===== src/logic/cabbe_map.svh =====
/*
 * Constants of the arithmetic, bit and branch execution block: register offsets,
 * field positions, reset values, opcodes and cycle counts.
 * Assumes inclusion by cabbe_pkg, the block's design files and the testbench.
 */
`ifndef CABBE_MAP_SVH
`define CABBE_MAP_SVH

// ************************************************************
// Register offsets (byte addresses)
// ************************************************************
`define CABBE_CTRL_OFS        12'h000
`define CABBE_INSTR_OFS       12'h004
`define CABBE_ACC_OFS         12'h008
`define CABBE_STAT_OFS        12'h00C
`define CABBE_PROG_CNT_OFS    12'h010
`define CABBE_INFO_OFS        12'h014
`define CABBE_FILE_BASE       12'h200

// ************************************************************
// Fields and reset values
// ************************************************************
`define CABBE_CTRL_GO_BIT     0
`define CABBE_STAT_CARRY_BIT  0
`define CABBE_STAT_HALF_BIT   1
`define CABBE_STAT_ZERO_BIT   2
`define CABBE_PROG_CNT_W      15
`define CABBE_PROG_CNT_RST    15'h0000
`define CABBE_ACC_RST         8'h00
`define CABBE_STAT_RST        3'h0
`define CABBE_FILE_RST        8'h00
`define CABBE_FILE_DEPTH      128
`define CABBE_FILE_AW         7
`define CABBE_OFFSET_W        9

// ************************************************************
// Opcodes, bus answers and cycle counts
// ************************************************************
`define CABBE_OP_NOP          3'h0
`define CABBE_OP_ADD          3'h1
`define CABBE_OP_ADDC         3'h2
`define CABBE_OP_ASHR         3'h3
`define CABBE_OP_BCLR         3'h4
`define CABBE_OP_BTSC         3'h5
`define CABBE_OP_RBR          3'h6
`define CABBE_RESP_OKAY       2'h0
`define CABBE_RESP_SLVERR     2'h2
`define CABBE_CYC_ONE         2'h1
`define CABBE_CYC_TWO         2'h2

`endif


===== src/logic/cabbe_pkg.sv =====
/*
 * Types of the execution block: opcodes, states, instruction word and bus carriers.
 * Assumes cabbe_map.svh is on the include path.
 */
package cabbe_pkg;
`include "cabbe_map.svh"

    typedef enum logic [2:0] {
        OP_NOP                    = `CABBE_OP_NOP,
        OP_ADD_ACC_FILE           = `CABBE_OP_ADD,
        OP_ADD_ACC_FILE_CARRY     = `CABBE_OP_ADDC,
        OP_ARITH_SHIFT_RIGHT_FILE = `CABBE_OP_ASHR,
        OP_BIT_CLEAR_FILE         = `CABBE_OP_BCLR,
        OP_BIT_TEST_SKIP_CLEAR    = `CABBE_OP_BTSC,
        OP_RELATIVE_BRANCH        = `CABBE_OP_RBR
    } cabbe_op_t;

    typedef enum logic [2:0] {
        ST_IDLE = 3'b001,
        ST_EXEC = 3'b010,
        ST_NOPC = 3'b100
    } cabbe_state_t;

    typedef struct packed {
        logic [`CABBE_OFFSET_W-1:0] offset;
        logic [`CABBE_FILE_AW-1:0]  file;
        logic [2:0]                 bsel;
        logic                       dest;
        cabbe_op_t                  op;
    } cabbe_instr_t;

    typedef struct packed {
        logic [11:0] addr;
        logic [2:0]  prot;
    } cabbe_addr_t;

    typedef struct packed {
        logic [31:0] data;
        logic [3:0]  strb;
    } cabbe_wdata_t;

    typedef struct packed {
        logic [31:0] data;
        logic [1:0]  resp;
    } cabbe_rdata_t;

endpackage : cabbe_pkg


===== src/logic/cabbe_alu.sv =====
/*
 * Result and flag logic for add, add with carry, arithmetic shift, bit clear
 * and bit test. Purely combinational; the caller registers the result, the flags and the skip.
 */
`timescale 1ns/1ps
`include "cabbe_map.svh"

module cabbe_alu (
    input  wire cabbe_pkg::cabbe_op_t op_i,
    input  wire logic [7:0]           acc_i,
    input  wire logic [7:0]           fval_i,
    input  wire logic [2:0]           bsel_i,
    input  wire logic                 dest_i,
    input  wire logic                 carry_i,
    output logic [7:0]                res_o,
    output logic [2:0]                flags_o,
    output logic [2:0]                flag_we_o,
    output logic                      acc_we_o,
    output logic                      file_we_o,
    output logic                      skip_o
);
    logic [8:0] sum9;
    logic [4:0] low5;
    logic       cin;
    logic       is_add;
    logic       is_ashr;
    logic       is_bclr;
    logic       arith;

    assign is_add  = (op_i == cabbe_pkg::OP_ADD_ACC_FILE) ||
                     (op_i == cabbe_pkg::OP_ADD_ACC_FILE_CARRY);
    assign is_ashr = (op_i == cabbe_pkg::OP_ARITH_SHIFT_RIGHT_FILE);
    assign is_bclr = (op_i == cabbe_pkg::OP_BIT_CLEAR_FILE);
    assign arith   = is_add || is_ashr;
    assign cin     = (op_i == cabbe_pkg::OP_ADD_ACC_FILE_CARRY) && carry_i;
    assign sum9    = {1'b0, acc_i} + {1'b0, fval_i} + {8'h00, cin};
    assign low5    = {1'b0, acc_i[3:0]} + {1'b0, fval_i[3:0]} + {4'h0, cin};

    assign res_o = is_add  ? sum9[7:0] :
                   is_ashr ? {fval_i[7], fval_i[7:1]} :
                   fval_i & ~(8'h01 << bsel_i);

    assign flags_o[`CABBE_STAT_CARRY_BIT] = is_add ? sum9[8] : fval_i[0];
    assign flags_o[`CABBE_STAT_HALF_BIT]  = low5[4];
    assign flags_o[`CABBE_STAT_ZERO_BIT]  = (res_o == 8'h00);

    // Shift leaves the half carry alone; bit ops touch no flag
    assign flag_we_o[`CABBE_STAT_CARRY_BIT] = arith;
    assign flag_we_o[`CABBE_STAT_HALF_BIT]  = is_add;
    assign flag_we_o[`CABBE_STAT_ZERO_BIT]  = arith;

    assign acc_we_o  = arith && !dest_i;
    assign file_we_o = (arith && dest_i) || is_bclr;
    assign skip_o    = (op_i == cabbe_pkg::OP_BIT_TEST_SKIP_CLEAR) && !fval_i[bsel_i];

endmodule : cabbe_alu


===== src/logic/cabbe_target.sv =====
/*
 * Next program counter and cycle length of an executed instruction.
 * Assumes the program counter given is that of the executing instruction.
 */
`timescale 1ns/1ps
`include "cabbe_map.svh"

module cabbe_target (
    input  wire logic [`CABBE_PROG_CNT_W-1:0] program_counter_i,
    input  wire logic [`CABBE_OFFSET_W-1:0]   offset_i,
    input  wire cabbe_pkg::cabbe_op_t         op_i,
    input  wire logic                         skip_i,
    output logic [`CABBE_PROG_CNT_W-1:0]      next_o,
    output logic                              two_cyc_o
);
    logic [`CABBE_PROG_CNT_W-1:0] inc;
    logic [`CABBE_PROG_CNT_W-1:0] sext;
    logic                         branch;

    assign branch    = (op_i == cabbe_pkg::OP_RELATIVE_BRANCH);
    assign inc       = program_counter_i + `CABBE_PROG_CNT_W'(1);
    assign sext      = {{(`CABBE_PROG_CNT_W-`CABBE_OFFSET_W){offset_i[8]}}, offset_i};
    assign next_o    = branch ? inc + sext :
                       skip_i ? inc + `CABBE_PROG_CNT_W'(1) : inc;
    assign two_cyc_o = branch || skip_i;

endmodule : cabbe_target


===== src/logic/cabbe_exec.sv =====
/*
 * Execution block for add, add with carry, arithmetic shift right, bit clear,
 * bit test with skip and relative branch, with a 128-byte file bank, an
 * accumulator, status flags and a program counter, all reached over AXI4-Lite.
 * Assumes one 125 MHz clock, a synchronous active-low reset and a bus master
 * that keeps to the AXI4-Lite handshake.
 */
// Behaviour
// - Add sums accumulator and file, sets flags
// - Destination bit picks accumulator or file
// - Add with carry includes current carry
// - Shift right keeps bit 7, bit0 to carry
// - Shift changes only carry and zero
// - Bit clear zeroes one bit, no flags
// - Bit test skips next when bit clear
// - Taken skip inserts nop, two cycles
// - Branch target counter plus one plus offset
// - Branch takes two cycles, no flags
// - Counter change or true test adds nop
`timescale 1ns/1ps
`include "cabbe_map.svh"

module cabbe_exec (
    input  wire logic                    core_clk_i,
    input  wire logic                    rst_n_i,
    input  wire logic                    s_axi_awvalid_i,
    output logic                         s_axi_awready_o,
    input  wire cabbe_pkg::cabbe_addr_t  s_axi_aw_i,
    input  wire logic                    s_axi_wvalid_i,
    output logic                         s_axi_wready_o,
    input  wire cabbe_pkg::cabbe_wdata_t s_axi_w_i,
    output logic                         s_axi_bvalid_o,
    input  wire logic                    s_axi_bready_i,
    output logic [1:0]                   s_axi_bresp_o,
    input  wire logic                    s_axi_arvalid_i,
    output logic                         s_axi_arready_o,
    input  wire cabbe_pkg::cabbe_addr_t  s_axi_ar_i,
    output logic                         s_axi_rvalid_o,
    input  wire logic                    s_axi_rready_i,
    output cabbe_pkg::cabbe_rdata_t      s_axi_r_o,
    output logic                         busy_o,
    output logic [`CABBE_PROG_CNT_W-1:0] program_counter_o
);

    // ************************************************************
    // State
    // ************************************************************
    logic                         aw_full_q;
    logic [11:0]                  aw_addr_q;
    logic                         w_full_q;
    cabbe_pkg::cabbe_wdata_t      w_q;
    logic                         bvalid_q;
    logic [1:0]                   bresp_q;
    logic                         rvalid_q;
    cabbe_pkg::cabbe_rdata_t      r_q;
    cabbe_pkg::cabbe_instr_t      instr_q;
    logic [7:0]                   acc_q;
    logic [7:0]                   acc_d;
    logic [2:0]                   stat_q;
    logic [2:0]                   stat_d;
    logic [`CABBE_PROG_CNT_W-1:0] program_counter_q;
    logic [`CABBE_PROG_CNT_W-1:0] program_counter_d;
    cabbe_pkg::cabbe_state_t      st_q;
    cabbe_pkg::cabbe_state_t      st_d;
    logic                         skip_last_q;
    logic [1:0]                   cyc_last_q;
    logic [7:0]                   mem_q [`CABBE_FILE_DEPTH];

    // ************************************************************
    // Write decode
    // ************************************************************
    logic        idle;
    logic        ex;
    logic        wr_fire;
    logic [31:0] wmask;
    logic        wa_ctrl;
    logic        wa_instr;
    logic        wa_acc;
    logic        wa_stat;
    logic        wa_cnt;
    logic        wa_info;
    logic        wa_file;
    logic        wr_map;
    logic        go;
    logic [31:0] mrg_instr;
    logic [31:0] mrg_acc;
    logic [31:0] mrg_stat;
    logic [31:0] mrg_cnt;

    assign idle     = (st_q == cabbe_pkg::ST_IDLE);
    assign ex       = (st_q == cabbe_pkg::ST_EXEC);
    assign wr_fire  = aw_full_q && w_full_q && !bvalid_q && idle;
    assign wmask    = {{8{w_q.strb[3]}}, {8{w_q.strb[2]}}, {8{w_q.strb[1]}}, {8{w_q.strb[0]}}};
    assign wa_ctrl  = (aw_addr_q[11:2] == `CABBE_CTRL_OFS >> 2);
    assign wa_instr = (aw_addr_q[11:2] == `CABBE_INSTR_OFS >> 2);
    assign wa_acc   = (aw_addr_q[11:2] == `CABBE_ACC_OFS >> 2);
    assign wa_stat  = (aw_addr_q[11:2] == `CABBE_STAT_OFS >> 2);
    assign wa_cnt   = (aw_addr_q[11:2] == `CABBE_PROG_CNT_OFS >> 2);
    assign wa_info  = (aw_addr_q[11:2] == `CABBE_INFO_OFS >> 2);
    assign wa_file  = (aw_addr_q[11:9] == `CABBE_FILE_BASE >> 9);
    assign wr_map   = wa_ctrl || wa_instr || wa_acc || wa_stat || wa_cnt || wa_info || wa_file;
    assign go       = wr_fire && wa_ctrl && w_q.strb[0] && w_q.data[`CABBE_CTRL_GO_BIT];
    assign mrg_instr = ({9'h000, instr_q} & ~wmask) | (w_q.data & wmask);
    assign mrg_acc   = ({24'h000000, acc_q} & ~wmask) | (w_q.data & wmask);
    assign mrg_stat  = ({29'h00000000, stat_q} & ~wmask) | (w_q.data & wmask);
    assign mrg_cnt   = ({17'h00000, program_counter_q} & ~wmask) | (w_q.data & wmask);

    // ************************************************************
    // Write channels
    // ************************************************************
    assign s_axi_awready_o = !aw_full_q;
    assign s_axi_wready_o  = !w_full_q;
    assign s_axi_bvalid_o  = bvalid_q;
    assign s_axi_bresp_o   = bresp_q;

    always_ff @(posedge core_clk_i) begin
        if (!rst_n_i) begin
            aw_full_q <= 1'b0;
            aw_addr_q <= 12'h000;
            w_full_q  <= 1'b0;
            w_q       <= '0;
            bvalid_q  <= 1'b0;
            bresp_q   <= `CABBE_RESP_OKAY;
        end else begin
            if (s_axi_awvalid_i && !aw_full_q) begin
                aw_full_q <= 1'b1;
                aw_addr_q <= s_axi_aw_i.addr;
            end else if (wr_fire) begin
                aw_full_q <= 1'b0;
            end
            if (s_axi_wvalid_i && !w_full_q) begin
                w_full_q <= 1'b1;
                w_q      <= s_axi_w_i;
            end else if (wr_fire) begin
                w_full_q <= 1'b0;
            end
            if (wr_fire) begin
                bvalid_q <= 1'b1;
                bresp_q  <= wr_map ? `CABBE_RESP_OKAY : `CABBE_RESP_SLVERR;
            end else if (s_axi_bready_i) begin
                bvalid_q <= 1'b0;
            end
        end
    end

    // ************************************************************
    // Read channels
    // ************************************************************
    logic [31:0] rd_data;
    logic        rd_ok;
    logic [11:0] ra;

    assign ra              = s_axi_ar_i.addr;
    assign s_axi_arready_o = !rvalid_q;
    assign s_axi_rvalid_o  = rvalid_q;
    assign s_axi_r_o       = r_q;

    always_comb begin
        rd_ok   = 1'b1;
        rd_data = 32'h00000000;
        if (ra[11:2] == `CABBE_CTRL_OFS >> 2) begin
            rd_data = 32'h00000000;
        end else if (ra[11:2] == `CABBE_INSTR_OFS >> 2) begin
            rd_data = {9'h000, instr_q};
        end else if (ra[11:2] == `CABBE_ACC_OFS >> 2) begin
            rd_data = {24'h000000, acc_q};
        end else if (ra[11:2] == `CABBE_STAT_OFS >> 2) begin
            rd_data = {29'h00000000, stat_q};
        end else if (ra[11:2] == `CABBE_PROG_CNT_OFS >> 2) begin
            rd_data = {17'h00000, program_counter_q};
        end else if (ra[11:2] == `CABBE_INFO_OFS >> 2) begin
            rd_data = {28'h0000000, cyc_last_q, skip_last_q, !idle};
        end else if (ra[11:9] == `CABBE_FILE_BASE >> 9) begin
            rd_data = {24'h000000, mem_q[ra[8:2]]};
        end else begin
            rd_ok = 1'b0;
        end
    end

    always_ff @(posedge core_clk_i) begin
        if (!rst_n_i) begin
            rvalid_q <= 1'b0;
            r_q      <= '0;
        end else if (s_axi_arvalid_i && !rvalid_q) begin
            rvalid_q <= 1'b1;
            r_q.data <= rd_data;
            r_q.resp <= rd_ok ? `CABBE_RESP_OKAY : `CABBE_RESP_SLVERR;
        end else if (s_axi_rready_i) begin
            rvalid_q <= 1'b0;
        end
    end

    // ************************************************************
    // Execution datapath
    // ************************************************************
    logic [7:0]                   fval;
    logic [7:0]                   res;
    logic [2:0]                   flags;
    logic [2:0]                   flag_we;
    logic                         acc_we;
    logic                         file_we;
    logic                         skip;
    logic [`CABBE_PROG_CNT_W-1:0] next_cnt;
    logic                         two_cyc;

    assign fval = mem_q[instr_q.file];

    cabbe_alu u_alu (
        .op_i      (instr_q.op),
        .acc_i     (acc_q),
        .fval_i    (fval),
        .bsel_i    (instr_q.bsel),
        .dest_i    (instr_q.dest),
        .carry_i   (stat_q[`CABBE_STAT_CARRY_BIT]),
        .res_o     (res),
        .flags_o   (flags),
        .flag_we_o (flag_we),
        .acc_we_o  (acc_we),
        .file_we_o (file_we),
        .skip_o    (skip)
    );

    cabbe_target u_target (
        .program_counter_i (program_counter_q),
        .offset_i          (instr_q.offset),
        .op_i              (instr_q.op),
        .skip_i            (skip),
        .next_o            (next_cnt),
        .two_cyc_o         (two_cyc)
    );

    assign acc_d  = (ex && acc_we) ? res :
                    (wr_fire && wa_acc) ? mrg_acc[7:0] : acc_q;
    assign stat_d = ex ? ((stat_q & ~flag_we) | (flags & flag_we)) :
                    (wr_fire && wa_stat) ? mrg_stat[2:0] : stat_q;
    assign program_counter_d = ex ? next_cnt :
                               (wr_fire && wa_cnt) ? mrg_cnt[`CABBE_PROG_CNT_W-1:0] :
                               program_counter_q;

    always_comb begin
        case (st_q)
            cabbe_pkg::ST_IDLE: st_d = go ? cabbe_pkg::ST_EXEC : cabbe_pkg::ST_IDLE;
            cabbe_pkg::ST_EXEC: st_d = two_cyc ? cabbe_pkg::ST_NOPC : cabbe_pkg::ST_IDLE;
            cabbe_pkg::ST_NOPC: st_d = cabbe_pkg::ST_IDLE;
            default:            st_d = cabbe_pkg::ST_IDLE;
        endcase
    end

    always_ff @(posedge core_clk_i) begin
        if (!rst_n_i) begin
            st_q              <= cabbe_pkg::ST_IDLE;
            instr_q           <= '0;
            acc_q             <= `CABBE_ACC_RST;
            stat_q            <= `CABBE_STAT_RST;
            program_counter_q <= `CABBE_PROG_CNT_RST;
            skip_last_q       <= 1'b0;
            cyc_last_q        <= 2'h0;
        end else begin
            st_q              <= st_d;
            acc_q             <= acc_d;
            stat_q            <= stat_d;
            program_counter_q <= program_counter_d;
            if (wr_fire && wa_instr) begin
                instr_q <= cabbe_pkg::cabbe_instr_t'(mrg_instr[22:0]);
            end
            if (ex) begin
                skip_last_q <= skip;
                cyc_last_q  <= two_cyc ? `CABBE_CYC_TWO : `CABBE_CYC_ONE;
            end
        end
    end

    // ************************************************************
    // File bank
    // ************************************************************
    genvar gi;
    generate
        for (gi = 0; gi < `CABBE_FILE_DEPTH; gi++) begin : g_file
            always_ff @(posedge core_clk_i) begin
                if (!rst_n_i) begin
                    mem_q[gi] <= `CABBE_FILE_RST;
                end else if (ex && file_we && instr_q.file == gi) begin
                    mem_q[gi] <= res;
                end else if (wr_fire && wa_file && aw_addr_q[8:2] == gi) begin
                    mem_q[gi] <= (mem_q[gi] & ~wmask[7:0]) | (w_q.data[7:0] & wmask[7:0]);
                end
            end
        end
    endgenerate

    assign busy_o            = !idle;
    assign program_counter_o = program_counter_q;
endmodule : cabbe_exec


===== config.mk =====
export PLATFORM = sky130hd
export DESIGN_NAME = cabbe_exec
export DESIGN_NICKNAME = d
export VERILOG_FILES = /design/src/logic/cabbe_pkg.sv /design/src/logic/cabbe_alu.sv /design/src/logic/cabbe_target.sv /design/src/logic/cabbe_exec.sv
export VERILOG_INCLUDE_DIRS = /design/src /design/src/logic
export SDC_FILE = /design/constraint.sdc
export NUM_CORES = 2
export LEC_CHECK = 0
export BUFFER_PORTS_ARGS = -buffer_cell sky130_fd_sc_hd__buf_4
export CAP_MARGIN = 30
export CORE_MARGIN = 4
export CORE_UTILIZATION = 39
export CTS_CLUSTER_DIAMETER = 50
export DETAILED_ROUTE_END_ITERATION = 8
export GPL_ROUTABILITY_DRIVEN = 1
export PLACE_DENSITY_LB_ADDON = 0.3
export RECOVER_POWER = 100
export SLEW_MARGIN = 20
export SYNTH_ARGS = -nofsm -noshare
export SYNTH_HDL_FRONTEND = slang
export SYNTH_SLANG_ARGS = --single-unit

===== constraint.sdc =====
create_clock -name core_clk_i -period 11.5 [get_ports core_clk_i]
set_clock_uncertainty 0.15 [all_clocks]
set_input_delay 0.575 -clock core_clk_i [delete_from_list [all_inputs] [get_ports core_clk_i]]
set_output_delay 0.575 -clock core_clk_i [all_outputs]
set_load 0.05 [all_outputs]

==> impl_metrics.json <==
{
  "final_nets": 5029,
  "ys_ff_latch": 1151,
  "vias": 51804,
  "gp_congestion": 0.969,
  "rows": 149,
  "final_util": 0.439,
  "die_area_mm2": 0.173,
  "drt_wl_total_mm": 253,
  "post-route-period-util": 0.791,
  "grt_pass1_wl_mm": 358,
  "tightest_slew_ns": 4.30,
  "final_layout_size_suffix_gt1_frac": 0.198,
  "fp.dieW_um": 416,
  "syn-cell-area_mm2": 0.0650,
  "rsz0062_at_grt": "false",
  "grt_pass1_vias": 49144,
  "cp_data_required_time_ns": 11.82,
  "die_h_um": 416,
  "drt_pass1_iterations": 6,
  "post_cts_resized": 0,
  "cp_slowest_cell": "clkbuf_1",
  "dpl_cell_area_mm2": 0.0678,
  "dpl.hpwl_mm": 171,
  "synth.distinct_cells": 66,
  "clk_pin_slew_ns": 0.06,
  "port-buffer-count": 98,
  "setup_viol": 0,
  "critPathMaxStageDelay_ns": 1.83,
  "ff_latch_area_mm2": 0.0333,
  "max_cap_violations": 8,
  "viasPerCell": 7.16,
  "cp-end-kind": "flip-flop",
  "worstPathMaxFanout": 65,
  "cp.arrival_ns": 9.42,
  "worstHoldStart": "s_axi_awvalid_i",
  "drv_slew": 372,
  "syn2layout_area_growth_pct": 11.6,
  "ant_nets": 0,
  "floorplan.io_pins": 130,
  "violations": "max-capacitance violations, max-slew violations",
  "power_density_mw_per_mm2": 139,
  "ys.flop_type": "edfxtp_1",
  "cts_htree_levels": 4,
  "grt_usage": 0.283,
  "fillCellCount": 14917,
  "relSlewSlack": -1.87,
  "outcome": "complete, but fails checks",
  "fin_tns_setup_ns": 0,
  "cts_tree": "yes",
  "critPathLaunchType": "flip-flop",
  "hold_path.class": "primary input to flip-flop",
  "clk_root_buffer_cell": "clkbuf_16",
  "clock-sinks": 1151,
  "synthArstFlopShare": 0,
  "synth-edff-count": 1024,
  "fin_crit_ns": 9.10,
  "grt.overflow.total": 0,
  "core-area_mm2": 0.165,
  "cts_setup_buffers": 0,
  "clkLatencyLatePin_ns": 0.81,
  "avgSynthCellArea_um2": 12.9,
  "wl_per_cell_um": 35.0,
  "finalInstanceArea_mm2": 0.0726,
  "finalHoldViolCount": 0,
  "ys_seq_area_frac": 0.512,
  "ctsLongestPathBuffers": 3,
  "initial_core_util": 0.393,
  "grt_antenna_before_repair": 16,
  "syn_inst": 5035,
  "crit_chain": "clkbuf_1 -> mux4_2 -> mux2i_1 -> mux4_2 -> o211ai_1 -> a221oi_1 -> inv_1 -> fa_1 -> a21o_1 -> a21oi_1 -> o21ai_0 -> a21oi_1 -> xor2_1 -> nand2_1 -> o21ai_4 -> clkbuf_2 -> o22ai_1",
  "yosysWarnings": 0,
  "leakagePower_nw": 22.5,
  "grt_max_degree": 131,
  "max_freq_mhz": 110,
  "cts_buffers": 138,
  "multiInputGateArea_mm2": 0.0293,
  "ctsHoldBuffers": 40,
  "vdd_drop_max_mv": 0.118,
  "drc": 0,
  "first_iter_violations": 8979,
  "crit_type": "flip-flop to flip-flop"
}
[final timing paths]
kind / end / slack [ns] / depth (start not counted)
worst max-delay path: flip-flop / 2.40 / 17
worst min-delay path: aw_addr_q[10] / 0.16 / 4
worst max register to register: flip-flop / 2.40 / 17
worst min register to register: s_axi_r_o[17] / 0.30 / 2
[placed cells by master (no fill, tap or decap), types with 28 or more instances in the layout]
cell type,instances
inv_1,59
a21oi_1,140
edfxtp_1,1024
nor2_1,152
nor3_1,44
clkbuf_1,97
xnor2_1,28
mux2i_1,193
a22oi_1,83
dfxtp_1,124
o22ai_1,1025
nand3_1,79
clkbuf_16,140
buf_4,174
mux4_2,538
dlygate4sd3_1,40
o21ai_0,57
a221o_1,106
a22o_1,34
nand2_1,455
[final cells by class]
cell class,instances,area share
Multi-Input combinational cell,3274,0.404
Antenna cell,3,0.000103
Clock buffer,169,0.0499
Inverter,60,0.00312
Sequential cell,1151,0.459
Tap cell,2189,0.0377
Timing Repair Buffer,305,0.0329
Clock inverter,84,0.0129
[worst max-delay path: cells and delay by family, from the launching register on]
family / cells / cell delay (ns)
buffers and inverters: 3 / 3.40
AO/OA/AOI/OAI: 8 / 2.33
multiplexers: 3 / 1.50
flip-flops: 1 / 0.47
adder cells (fa/ha/maj): 1 / 0.46
XOR/XNOR: 1 / 0.23
AND/OR/NAND/NOR: 1 / 0.12
[stage by stage]
step | worst slack [ns] | cells | hold WS, ns | power (mW)
2_1_floorplan | 6.61 | 5045 | 0.286 | 5.29
3_5_place_dp | 4.00 | 6927 | 0.301 | 5.61
6_report | 2.40 | 7235 | 0.162 | 10.1
3_3_place_gp | 4.05 | 6909 | 0.294 | 5.60
5_1_grt | 1.97 | 7232 | 0.173 | 10.3
4_1_cts | 3.98 | 7220 | 0.108 | 10.0
[routing by layer]
metal	GRT usage	wire, um	vias up
met3	0.0873	36800	631
met1	0.368	88700	26101
met4	0.140	15200	10
met5	0	67	-
met2	0.430	113000	4268
li1	-	-	20794
[synthesized netlist by cell type, drive strengths merged, types with 5 or more instances]
master	number	area share
a22o	35	0.0047
mux2i	193	0.030
and2	22	0.0021
clkbuf	407	0.023
xor2	12	0.0016
nor4	12	0.0012
a221oi	12	0.0026
nand4	23	0.0022
dfxtp	127	0.039
nor3	53	0.0041
buf	153	0.013
nand2b	22	0.0021
a22oi	83	0.0099
mux2	5	0.00087
nand3	79	0.0061
edfxtp	1024	0.47
a221o	106	0.016
xnor2	28	0.0038
ha	23	0.0044
a211oi	25	0.0029
nor2	153	0.0089
a21oi	141	0.011
o21ai	62	0.0048
nand2	463	0.027
or3	8	0.00077
o21a	5	0.00058
and3	13	0.0013
a32oi	6	0.00081
nor3b	9	0.0011
o211ai	25	0.0029
inv	59	0.0034
a31oi	8	0.00077
mux4	538	0.19
o221ai	19	0.0026
or2	6	0.00058
o22ai	1025	0.099
nor2b	19	0.0018
[report_power, final]
| group | internal (mW) | switching, mW | leakage, nW |
|---|---|---|---|
| registers | 4.67 | 0.0807 | 11.6 |
| logic | 0.302 | 0.522 | 8.68 |
| clock network | 2.57 | 1.92 | 2.19 |
| total | 7.54 | 2.52 | 22.5 |
[kinds of logic after synthesis]
group,after synthesis,synth area share
AO/OA/AOI/OAI,1574,0.161
flip-flops,1151,0.512
AND/OR/NAND/NOR,887,0.0595
multiplexers,736,0.217
buffers and inverters,620,0.0399
XOR/XNOR,40,0.00539
adder cells (fa/ha/maj),26,0.00535
other,1,0.0000576
No activity file was read; power rests on OpenSTA's default activity.
